[src/logic/tg_cfg.svh]
// Register indices, field positions, reset values and counts of the tone generator
`ifndef TG_CFG_SVH
`define TG_CFG_SVH
// Register indices; the byte address is four times the index
`define TG_IDX_HIGH_GROUP_FREQ 6'h11
`define TG_IDX_LOW_GROUP_FREQ 6'h12
`define TG_IDX_CLOCK_MELODY_CONTROL 6'h13
`define TG_IDX_STATUS 6'h14
// Control register fields
`define TG_BIT_MELODY_ENABLE 0
`define TG_BIT_DIVIDE_BY_THREE 1
`define TG_BIT_CLOCK_OUT_ENABLE 2
`define TG_CTRL_W 3
// Status register fields
`define TG_ST_GEN_ACTIVE 0
`define TG_ST_MELODY_WAVE 1
`define TG_ST_TONE_DRIVE 2
`define TG_ST_HIGH_RUN 3
`define TG_ST_LOW_RUN 4
`define TG_ST_W 5
// Reset values
`define TG_FREQ_RESET 8'h00
`define TG_CTRL_RESET 3'h0
`define TG_RDATA_ZERO 32'h0000_0000
// Crystal phase counter: sys_clk runs at twice the crystal rate
`define TG_DIV1_LAST 3'h1
`define TG_DIVIDE_BY_THREE_SELECT_LAST 3'h5
`define TG_DIVIDE_BY_THREE_SELECT_HIGH 3'h3
`define TG_DIV1_HIGH 3'h1
// Synthesizer: 23 phase steps per period, high for the first 12
`define TG_PHASE_LAST 5'h16
`define TG_PHASE_DUTY 5'h0C
`define TG_FREQ_OFF 8'h00
`define TG_MELODY_MIN 8'h02
`define TG_TONE_MIN 8'h3C
`endif

[src/logic/tg_pkg.sv]
// Types shared by the tone generator control logic
package tg_pkg;
  // Clock and melody control fields
  typedef struct packed {
    logic clock_out_enable;
    logic divide_by_three_select;
    logic melody_enable;
  } tg_ctrl_t;
  // Drive of one quasi-bidirectional line
  typedef struct packed {
    logic out;
    logic oe;
  } tg_line_t;
  // State of one synthesizer
  typedef struct packed {
    logic [8:0] pre;
    logic [4:0] phase;
  } tg_synth_t;
endpackage : tg_pkg

[src/logic/tg_top.sv]
// Tone generator: frequency and control registers, tone clock divider, shared clock and melody lines
//
// Local design decision: the Avalon-MM register port.
`timescale 1ns/1ps
`include "tg_cfg.svh"
// Operation
// tone clock is crystal, or crystal over three
// clock-out disabled: line is plain port
// clock-out enabled: line carries tone clock square
// clock line port latch stays readable, writable
// software keeps clock line latch high
// melody disabled: line is plain port
// melody enabled: line carries melody square wave
// melody line port latch stays readable, writable
// software keeps melody line latch high
// melody enabled, high freq zero: line high
// control register upper five bits read zero
// write-only high and low frequency registers
// control register holds clock-out, divider, melody
// no frequency selected: tone pin high-impedance
// two octaves semitones: tone sine, melody square
// zero stops synthesizer; both zero shuts down
// frequency is clock over 23 times (x+2)
// melody usable down to value two
// reset clears control and frequency registers
module tg_top #(
  parameter int ADDR_W = 8
) (
  input wire logic sys_clk,
  input wire logic resetn,
  input wire logic ce,
  input wire logic [ADDR_W-1:0] avs_address,
  input wire logic avs_read,
  input wire logic avs_write,
  input wire logic [31:0] avs_writedata,
  input wire logic [3:0] avs_byteenable,
  output logic [31:0] avs_readdata,
  output logic avs_waitrequest,
  input wire logic clk_line_latch_wr,
  input wire logic clk_line_latch_wdata,
  input wire logic clk_line_in,
  output logic clk_line_out,
  output logic clk_line_oe,
  output logic clk_line_latch,
  output logic clk_line_pin_state,
  input wire logic mel_line_latch_wr,
  input wire logic mel_line_latch_wdata,
  input wire logic mel_line_in,
  output logic mel_line_out,
  output logic mel_line_oe,
  output logic mel_line_latch,
  output logic mel_line_pin_state,
  output logic tone_oe,
  output logic [4:0] tone_high_phase,
  output logic [4:0] tone_low_phase,
  output logic tone_power_down
);

  // Quasi-bidirectional drive: a port latch of 0 pulls low; a 1 lets the alternate wave through
  function automatic tg_pkg::tg_line_t line_drive(input logic alt_en, input logic wave, input logic latch);
    tg_pkg::tg_line_t d;
    d.out = 1'b0;
    d.oe = 1'b0;
    if (!latch) begin
      d.oe = 1'b1;
    end else if (alt_en) begin
      d.out = wave;
      d.oe = 1'b1;
    end
    return d;
  endfunction : line_drive

  // One tone-clock step of a synthesizer: (x+2) ticks per phase, 23 phases per period
  function automatic tg_pkg::tg_synth_t synth_step(input tg_pkg::tg_synth_t s, input logic [7:0] x,
                                                 input logic tick);
    tg_pkg::tg_synth_t n;
    logic [8:0] pre_last;
    n = s;
    pre_last = {1'b0, x} + 9'h001;
    if (x == `TG_FREQ_OFF) begin
      n = '0;
    end else if (tick) begin
      if (s.pre >= pre_last) begin
        n.pre = 9'h000;
        n.phase = (s.phase >= `TG_PHASE_LAST) ? 5'h00 : s.phase + 5'h01;
      end else begin
        n.pre = s.pre + 9'h001;
      end
    end
    return n;
  endfunction : synth_step

  logic [7:0] high_group_freq;
  logic [7:0] low_group_freq;
  tg_pkg::tg_ctrl_t ctrl;
  logic [ADDR_W-3:0] idx;
  logic bus_req;
  logic bus_done;
  logic [2:0] dcnt;
  logic [2:0] dcnt_last;
  logic tone_tick;
  logic clk_wave;
  tg_pkg::tg_synth_t high_synth;
  tg_pkg::tg_synth_t low_synth;
  logic high_run;
  logic low_run;
  logic melody_wave;
  logic gen_active;
  logic [1:0] pin_s1;
  logic [1:0] pin_s2;
  logic [1:0] pin_s3;
  tg_pkg::tg_line_t next_clk_line;
  tg_pkg::tg_line_t next_mel_line;
  logic [31:0] next_rdata;

  assign idx = avs_address[ADDR_W-1:2];
  assign bus_req = avs_read || avs_write;
  assign bus_done = bus_req && !avs_waitrequest;

  // Bus handshake: waitrequest drops for one cycle, one cycle after a request is seen
  always_ff @(posedge sys_clk or negedge resetn) begin
    if (!resetn) begin
      avs_waitrequest <= 1'b1;
    end else if (ce) begin
      avs_waitrequest <= !(bus_req && avs_waitrequest);
    end
  end

  // Read mux: write-only and unmapped words read zero
  always_comb begin
    next_rdata = `TG_RDATA_ZERO;
    if (idx == `TG_IDX_CLOCK_MELODY_CONTROL) begin
      next_rdata[`TG_CTRL_W-1:0] = ctrl;
    end else if (idx == `TG_IDX_STATUS) begin
      next_rdata[`TG_ST_GEN_ACTIVE] = gen_active;
      next_rdata[`TG_ST_MELODY_WAVE] = melody_wave;
      next_rdata[`TG_ST_TONE_DRIVE] = tone_oe;
      next_rdata[`TG_ST_HIGH_RUN] = high_run;
      next_rdata[`TG_ST_LOW_RUN] = low_run;
    end
  end

  // Read data captured while waitrequest is still high, so it stands on the accepting edge
  always_ff @(posedge sys_clk or negedge resetn) begin
    if (!resetn) begin
      avs_readdata <= `TG_RDATA_ZERO;
    end else if (ce && avs_read && avs_waitrequest) begin
      avs_readdata <= next_rdata;
    end
  end

  // Frequency registers, written on the accepting edge with byte lane 0
  always_ff @(posedge sys_clk or negedge resetn) begin
    if (!resetn) begin
      high_group_freq <= `TG_FREQ_RESET;
      low_group_freq <= `TG_FREQ_RESET;
    end else if (ce && avs_write && bus_done && avs_byteenable[0]) begin
      if (idx == `TG_IDX_HIGH_GROUP_FREQ) begin
        high_group_freq <= avs_writedata[7:0];
      end
      if (idx == `TG_IDX_LOW_GROUP_FREQ) begin
        low_group_freq <= avs_writedata[7:0];
      end
    end
  end

  // Control register
  always_ff @(posedge sys_clk or negedge resetn) begin
    if (!resetn) begin
      ctrl <= `TG_CTRL_RESET;
    end else if (ce && avs_write && bus_done && avs_byteenable[0] && idx == `TG_IDX_CLOCK_MELODY_CONTROL) begin
      ctrl.clock_out_enable <= avs_writedata[`TG_BIT_CLOCK_OUT_ENABLE];
      ctrl.divide_by_three_select <= avs_writedata[`TG_BIT_DIVIDE_BY_THREE];
      ctrl.melody_enable <= avs_writedata[`TG_BIT_MELODY_ENABLE];
    end
  end

  // Crystal phase counter: two steps per crystal period, six per divided period
  assign dcnt_last = ctrl.divide_by_three_select ? `TG_DIVIDE_BY_THREE_SELECT_LAST : `TG_DIV1_LAST;
  assign tone_tick = (dcnt >= dcnt_last);
  assign clk_wave = ctrl.divide_by_three_select ? (dcnt < `TG_DIVIDE_BY_THREE_SELECT_HIGH) : (dcnt < `TG_DIV1_HIGH);

  always_ff @(posedge sys_clk or negedge resetn) begin
    if (!resetn) begin
      dcnt <= 3'h0;
    end else if (ce) begin
      dcnt <= tone_tick ? 3'h0 : dcnt + 3'h1;
    end
  end

  // Synthesizers stepped by the tone clock; zero holds one stopped
  always_ff @(posedge sys_clk or negedge resetn) begin
    if (!resetn) begin
      high_synth <= '0;
      low_synth <= '0;
    end else if (ce) begin
      high_synth <= synth_step(high_synth, high_group_freq, tone_tick);
      low_synth <= synth_step(low_synth, low_group_freq, tone_tick);
    end
  end

  assign high_run = (high_group_freq != `TG_FREQ_OFF);
  assign low_run = (low_group_freq != `TG_FREQ_OFF);
  assign gen_active = high_run || low_run;
  // Melody is high for 12 of 23 phases, and static high while stopped
  assign melody_wave = !high_run || (high_synth.phase < `TG_PHASE_DUTY);

  // Tone pin: phase words for the converters, high impedance when nothing runs
  always_ff @(posedge sys_clk or negedge resetn) begin
    if (!resetn) begin
      tone_oe <= 1'b0;
      tone_high_phase <= 5'h00;
      tone_low_phase <= 5'h00;
      tone_power_down <= 1'b1;
    end else if (ce) begin
      tone_oe <= gen_active;
      tone_high_phase <= high_synth.phase;
      tone_low_phase <= low_synth.phase;
      tone_power_down <= !gen_active;
    end
  end

  // Pin synchronisers: three stages, a change counts once stages two and three agree
  always_ff @(posedge sys_clk or negedge resetn) begin
    if (!resetn) begin
      pin_s1 <= 2'h3;
      pin_s2 <= 2'h3;
      pin_s3 <= 2'h3;
      clk_line_pin_state <= 1'b1;
      mel_line_pin_state <= 1'b1;
    end else if (ce) begin
      pin_s1 <= {mel_line_in, clk_line_in};
      pin_s2 <= pin_s1;
      pin_s3 <= pin_s2;
      if (pin_s2[0] == pin_s3[0]) begin
        clk_line_pin_state <= pin_s3[0];
      end
      if (pin_s2[1] == pin_s3[1]) begin
        mel_line_pin_state <= pin_s3[1];
      end
    end
  end

  // Port latches stay writable by port instructions whatever the alternate function
  always_ff @(posedge sys_clk or negedge resetn) begin
    if (!resetn) begin
      clk_line_latch <= 1'b1;
      mel_line_latch <= 1'b1;
    end else if (ce) begin
      if (clk_line_latch_wr) begin
        clk_line_latch <= clk_line_latch_wdata;
      end
      if (mel_line_latch_wr) begin
        mel_line_latch <= mel_line_latch_wdata;
      end
    end
  end

  // Line drive; a low latch pulls the pin low, so keeping it high avoids contention
  assign next_clk_line = line_drive(ctrl.clock_out_enable, clk_wave, clk_line_latch);
  assign next_mel_line = line_drive(ctrl.melody_enable, melody_wave, mel_line_latch);

  always_ff @(posedge sys_clk or negedge resetn) begin
    if (!resetn) begin
      clk_line_out <= 1'b0;
      clk_line_oe <= 1'b0;
      mel_line_out <= 1'b0;
      mel_line_oe <= 1'b0;
    end else if (ce) begin
      clk_line_out <= next_clk_line.out;
      clk_line_oe <= next_clk_line.oe;
      mel_line_out <= next_mel_line.out;
      mel_line_oe <= next_mel_line.oe;
    end
  end
endmodule : tg_top

[config.mk]
export PLATFORM = sky130hd
export DESIGN_NAME = tg_top
export DESIGN_NICKNAME = d
export VERILOG_FILES = /design/src/logic/tg_pkg.sv /design/src/logic/tg_top.sv
export VERILOG_INCLUDE_DIRS = /design/src /design/src/logic
export SDC_FILE = /design/constraint.sdc
export NUM_CORES = 1
export LEC_CHECK = 0
export BUFFER_PORTS_ARGS = -buffer_cell sky130_fd_sc_hd__buf_2
export CAP_MARGIN = 20
export CORE_MARGIN = 1
export CORE_UTILIZATION = 33
export DETAILED_ROUTE_END_ITERATION = 8
export PLACE_DENSITY = 0.5
export RECOVER_POWER = 50
export SLEW_MARGIN = 10
export SYNTH_ARGS = -nofsm -noshare
export SYNTH_HDL_FRONTEND = slang
export SYNTH_SLANG_ARGS = --single-unit
[constraint.sdc]
create_clock -name sys_clk -period 5.1 [get_ports sys_clk]
set_input_delay 1.53 -clock sys_clk [delete_from_list [all_inputs] [get_ports sys_clk]]
set_output_delay 1.53 -clock sys_clk [all_outputs]
set_load 0.1 [all_outputs]
==> flow_summary.json <==
{
  "status": "complete, but fails checks",
  "violations": "max-capacitance violations, max-slew violations",
  "fin_skew_ns": 0.00793,
  "cp_slowest_cell": "clkbuf_1",
  "power.share.combinational_pct": 26.3,
  "async_reset_ff_share_pct": 100,
  "dr_total_vias": 3333,
  "ctsResizeCount": 0,
  "internal_power_mw": 1.33,
  "min_period_ns": 3.48,
  "port_buffers": 51,
  "n_fill_cell": 1353,
  "crit_type": "input port to flop",
  "initial_core_util_pct": 33.6,
  "cp.required_ns": 5.33,
  "synth-simple-area-share_pct": 15.3,
  "cts_sinks": 82,
  "grt-ovfl-total": 0,
  "ys_seq_area_share_pct": 44.4,
  "rsz0062_at_grt": "false",
  "worst_pin_slew_ns": 1.62,
  "multi_input_area_um2": 2370,
  "cts-root-buf": "clkbuf_16",
  "clock_latency_ns": 0.34,
  "num_rows": 43,
  "ant_nets": 0,
  "first_pass_iters": 5,
  "fin_tns_setup_ns": 0,
  "ys_seq_elements": 82,
  "finalWeightedCongestion": 0.785,
  "critPathCaptureType": "flop",
  "final-hold-violation-count": 0,
  "track_usage_pct": 14.5,
  "fp.dieH_um": 121,
  "min_path_type": "flop to flop",
  "switchingPower_mw": 0.724,
  "antenna_found_initial": 0,
  "layout_common_cells": "70 x dfrtp_1, 49 x buf_2, 40 x mux2_2",
  "synth_compound_area_share_pct": 12.0,
  "area_growth_pct": 15.0,
  "drtIter0Drc": 113,
  "path_clk_slew_ns": 0.06,
  "leakage_nw": 2.60,
  "drv_cap": 1,
  "dp.cells": 664,
  "wl_um": 9650,
  "die-width_um": 121,
  "crit_fanout": 35,
  "grt_max_degree": 83,
  "avgViaCountPerCell": 4.89,
  "ir_worst_vdd_v": 0.000153,
  "fin_nets": 582,
  "final_cells": 681,
  "hold_slack_ns": 0.475,
  "ys_warn_count": 0,
  "numCtsBuffers": 9,
  "final_layout_size_suffix_gt1_share_pct": 26.3,
  "grt_pass1_wl_um": 16300,
  "pwr-share-seq_pct": 37.1,
  "setup_viol": 0,
  "netlist_area_um2": 4650,
  "coreArea_um2": 13800,
  "p_sw_share_pct": 35.3,
  "synthCells": 440,
  "grt_pass1_vias": 3284,
  "synth_top_family_by_area": "simple AND/OR/NAND/NOR gates",
  "ios": 108,
  "fin_util_pct": 38.7,
  "synth_edf_count": 0,
  "slew_headroom_pct": -8.01,
  "drc": 0,
  "layout_commonest_cell": "dfrtp_1",
  "htreeDepth": 3,
  "r2r_slack_ns": 1.77,
  "cts_tree": "yes",
  "diodes": 0,
  "ff_latch_area_um2": 2070,
  "slowest_delay_ns": 0.54,
  "powerDensity_nw_per_um2": 383,
  "crit_path_cell_trace": "clkbuf_1, buf_4, o21a_1, and2_1, mux2_2",
  "cts_buffer_depth": 2,
  "hold_buffers": 0,
  "drv_slew": 65,
  "ys_types": 50,
  "synthFlopType": "dfrtp_1",
  "clkPwrFrac_pct": 36.5,
  "worstPathArrival_ns": 3.71,
  "synth_xor_area_share_pct": 2.82,
  "muxShareOfSynthArea_pct": 10.1,
  "dp_hpwl_um": 7030,
  "avgSynthCellArea_um2": 10.6,
  "hold_depth": 2,
  "r2r_cells": 11,
  "yosys.area_share.adder_pct": 8.55,
  "fin_crit_sh_pct": 68.2,
  "cts_setup_buffers": 0,
  "critPathLaunchType": "input port",
  "die_area_um2": 14600,
  "max_freq_mhz": 288,
  "wire_per_inst_um": 14.2
}
## path summary, 6_finish.rpt
kind / endpoint / from
max in group asynchronous: tone_low_phase[0]$_DFFE_PN0P_ / resetn
worst min register to register: tone_power_down$_DFFE_PN1P_ / tone_power_down$_DFFE_PN1P_
worst max register to register: high_synth[5]$_DFFE_PN0P_ / high_group_freq[0]$_DFFE_PN0P_
worst min-delay path: tone_power_down$_DFFE_PN1P_ / tone_power_down$_DFFE_PN1P_
worst max-delay path: low_synth[1]$_DFFE_PN0P_ / ce
min in group asynchronous: low_group_freq[3]$_DFFE_PN0P_ / resetn
## metrics by stage
step           setup slack, ns  cell area, um^2  total power [mW]
6_report                  1.62             5350              2.05
2_1_floorplan             2.19             4750              1.22
5_1_grt                   1.17             5350              2.15
4_1_cts                   1.74             5350              2.07
3_5_place_dp              1.57             5010              1.32
3_3_place_gp              1.59             5010              1.31
## sequential cells by signal (all words and copies together) (netlist names), 3 cells and up
register         cells
avs_readdata         5
ctrl                 3
dcnt                 3
high_group_freq      8
high_synth          14
low_group_freq       8
low_synth           14
tone_high_phase      5
tone_low_phase       5
## critical path: cells and delay by family
family / cells / cell delay [ns]
buffers and inverters: 2 / 1.01
AOI/OAI and AO/OA: 1 / 0.46
muxes: 1 / 0.36
and+or+nand+nor: 1 / 0.33
## final cells by class
type                    instances  share of cell area [%]
multi-input cells             328                    44.3
well taps                     180                    4.21
clock inverters                 4                    1.85
clock buffers                  12                    4.42
flip-flops and latches         82                    38.7
repair buffers                 54                    5.10
inverters                      21                    1.47
## power groups by stage
stage	clock, mW	combinational (mW)	sequential (mW)
after floorplan	0	0.306	0.916
after detailed placement	0	0.545	0.773
after global routing	0.792	0.589	0.771
final	0.749	0.540	0.761
after global placement	0	0.536	0.770
after CTS	0.766	0.546	0.761
## Yosys cell counts (all sizes together) (9+ instances only)
cell    instances  area, um^2
xor2           11        96.3
ha             31         388
a22o            9        78.8
nor2           24        90.1
and3           13        82.6
o21ai          30         154
nand2b          9        56.3
nand2          25        93.8
buf            29         213
dfstp          12         315
inv            21        78.8
nand3          21         105
a21oi          12        63.8
dfrtp          70        1750
nor2b          11        68.8
mux2           40         450
## kinds of logic (layout without fill, tap and decap cells)
group / count (synthesis) / count (layout)
other: 1 / 27
adders and majority gates: 32 / 32
xor gates and xnor gates: 15 / 15
DFF: 82 / 82
buffers and inverters: 56 / 91
muxes: 42 / 42
AOI/OAI and AO/OA: 84 / 84
and+or+nand+nor: 128 / 128
## routing by layer
| metal | vias up | wire (um) | GRT usage [%] |
|---|---|---|---|
| met5 | - | 0 | 0 |
| met4 | 0 | 131 | 5.56 |
| met3 | 12 | 311 | 3.54 |
| met2 | 64 | 4880 | 25.1 |
| met1 | 1615 | 4330 | 17.3 |
| li1 | 1642 | - | - |
(Power assumes the default switching activity.)
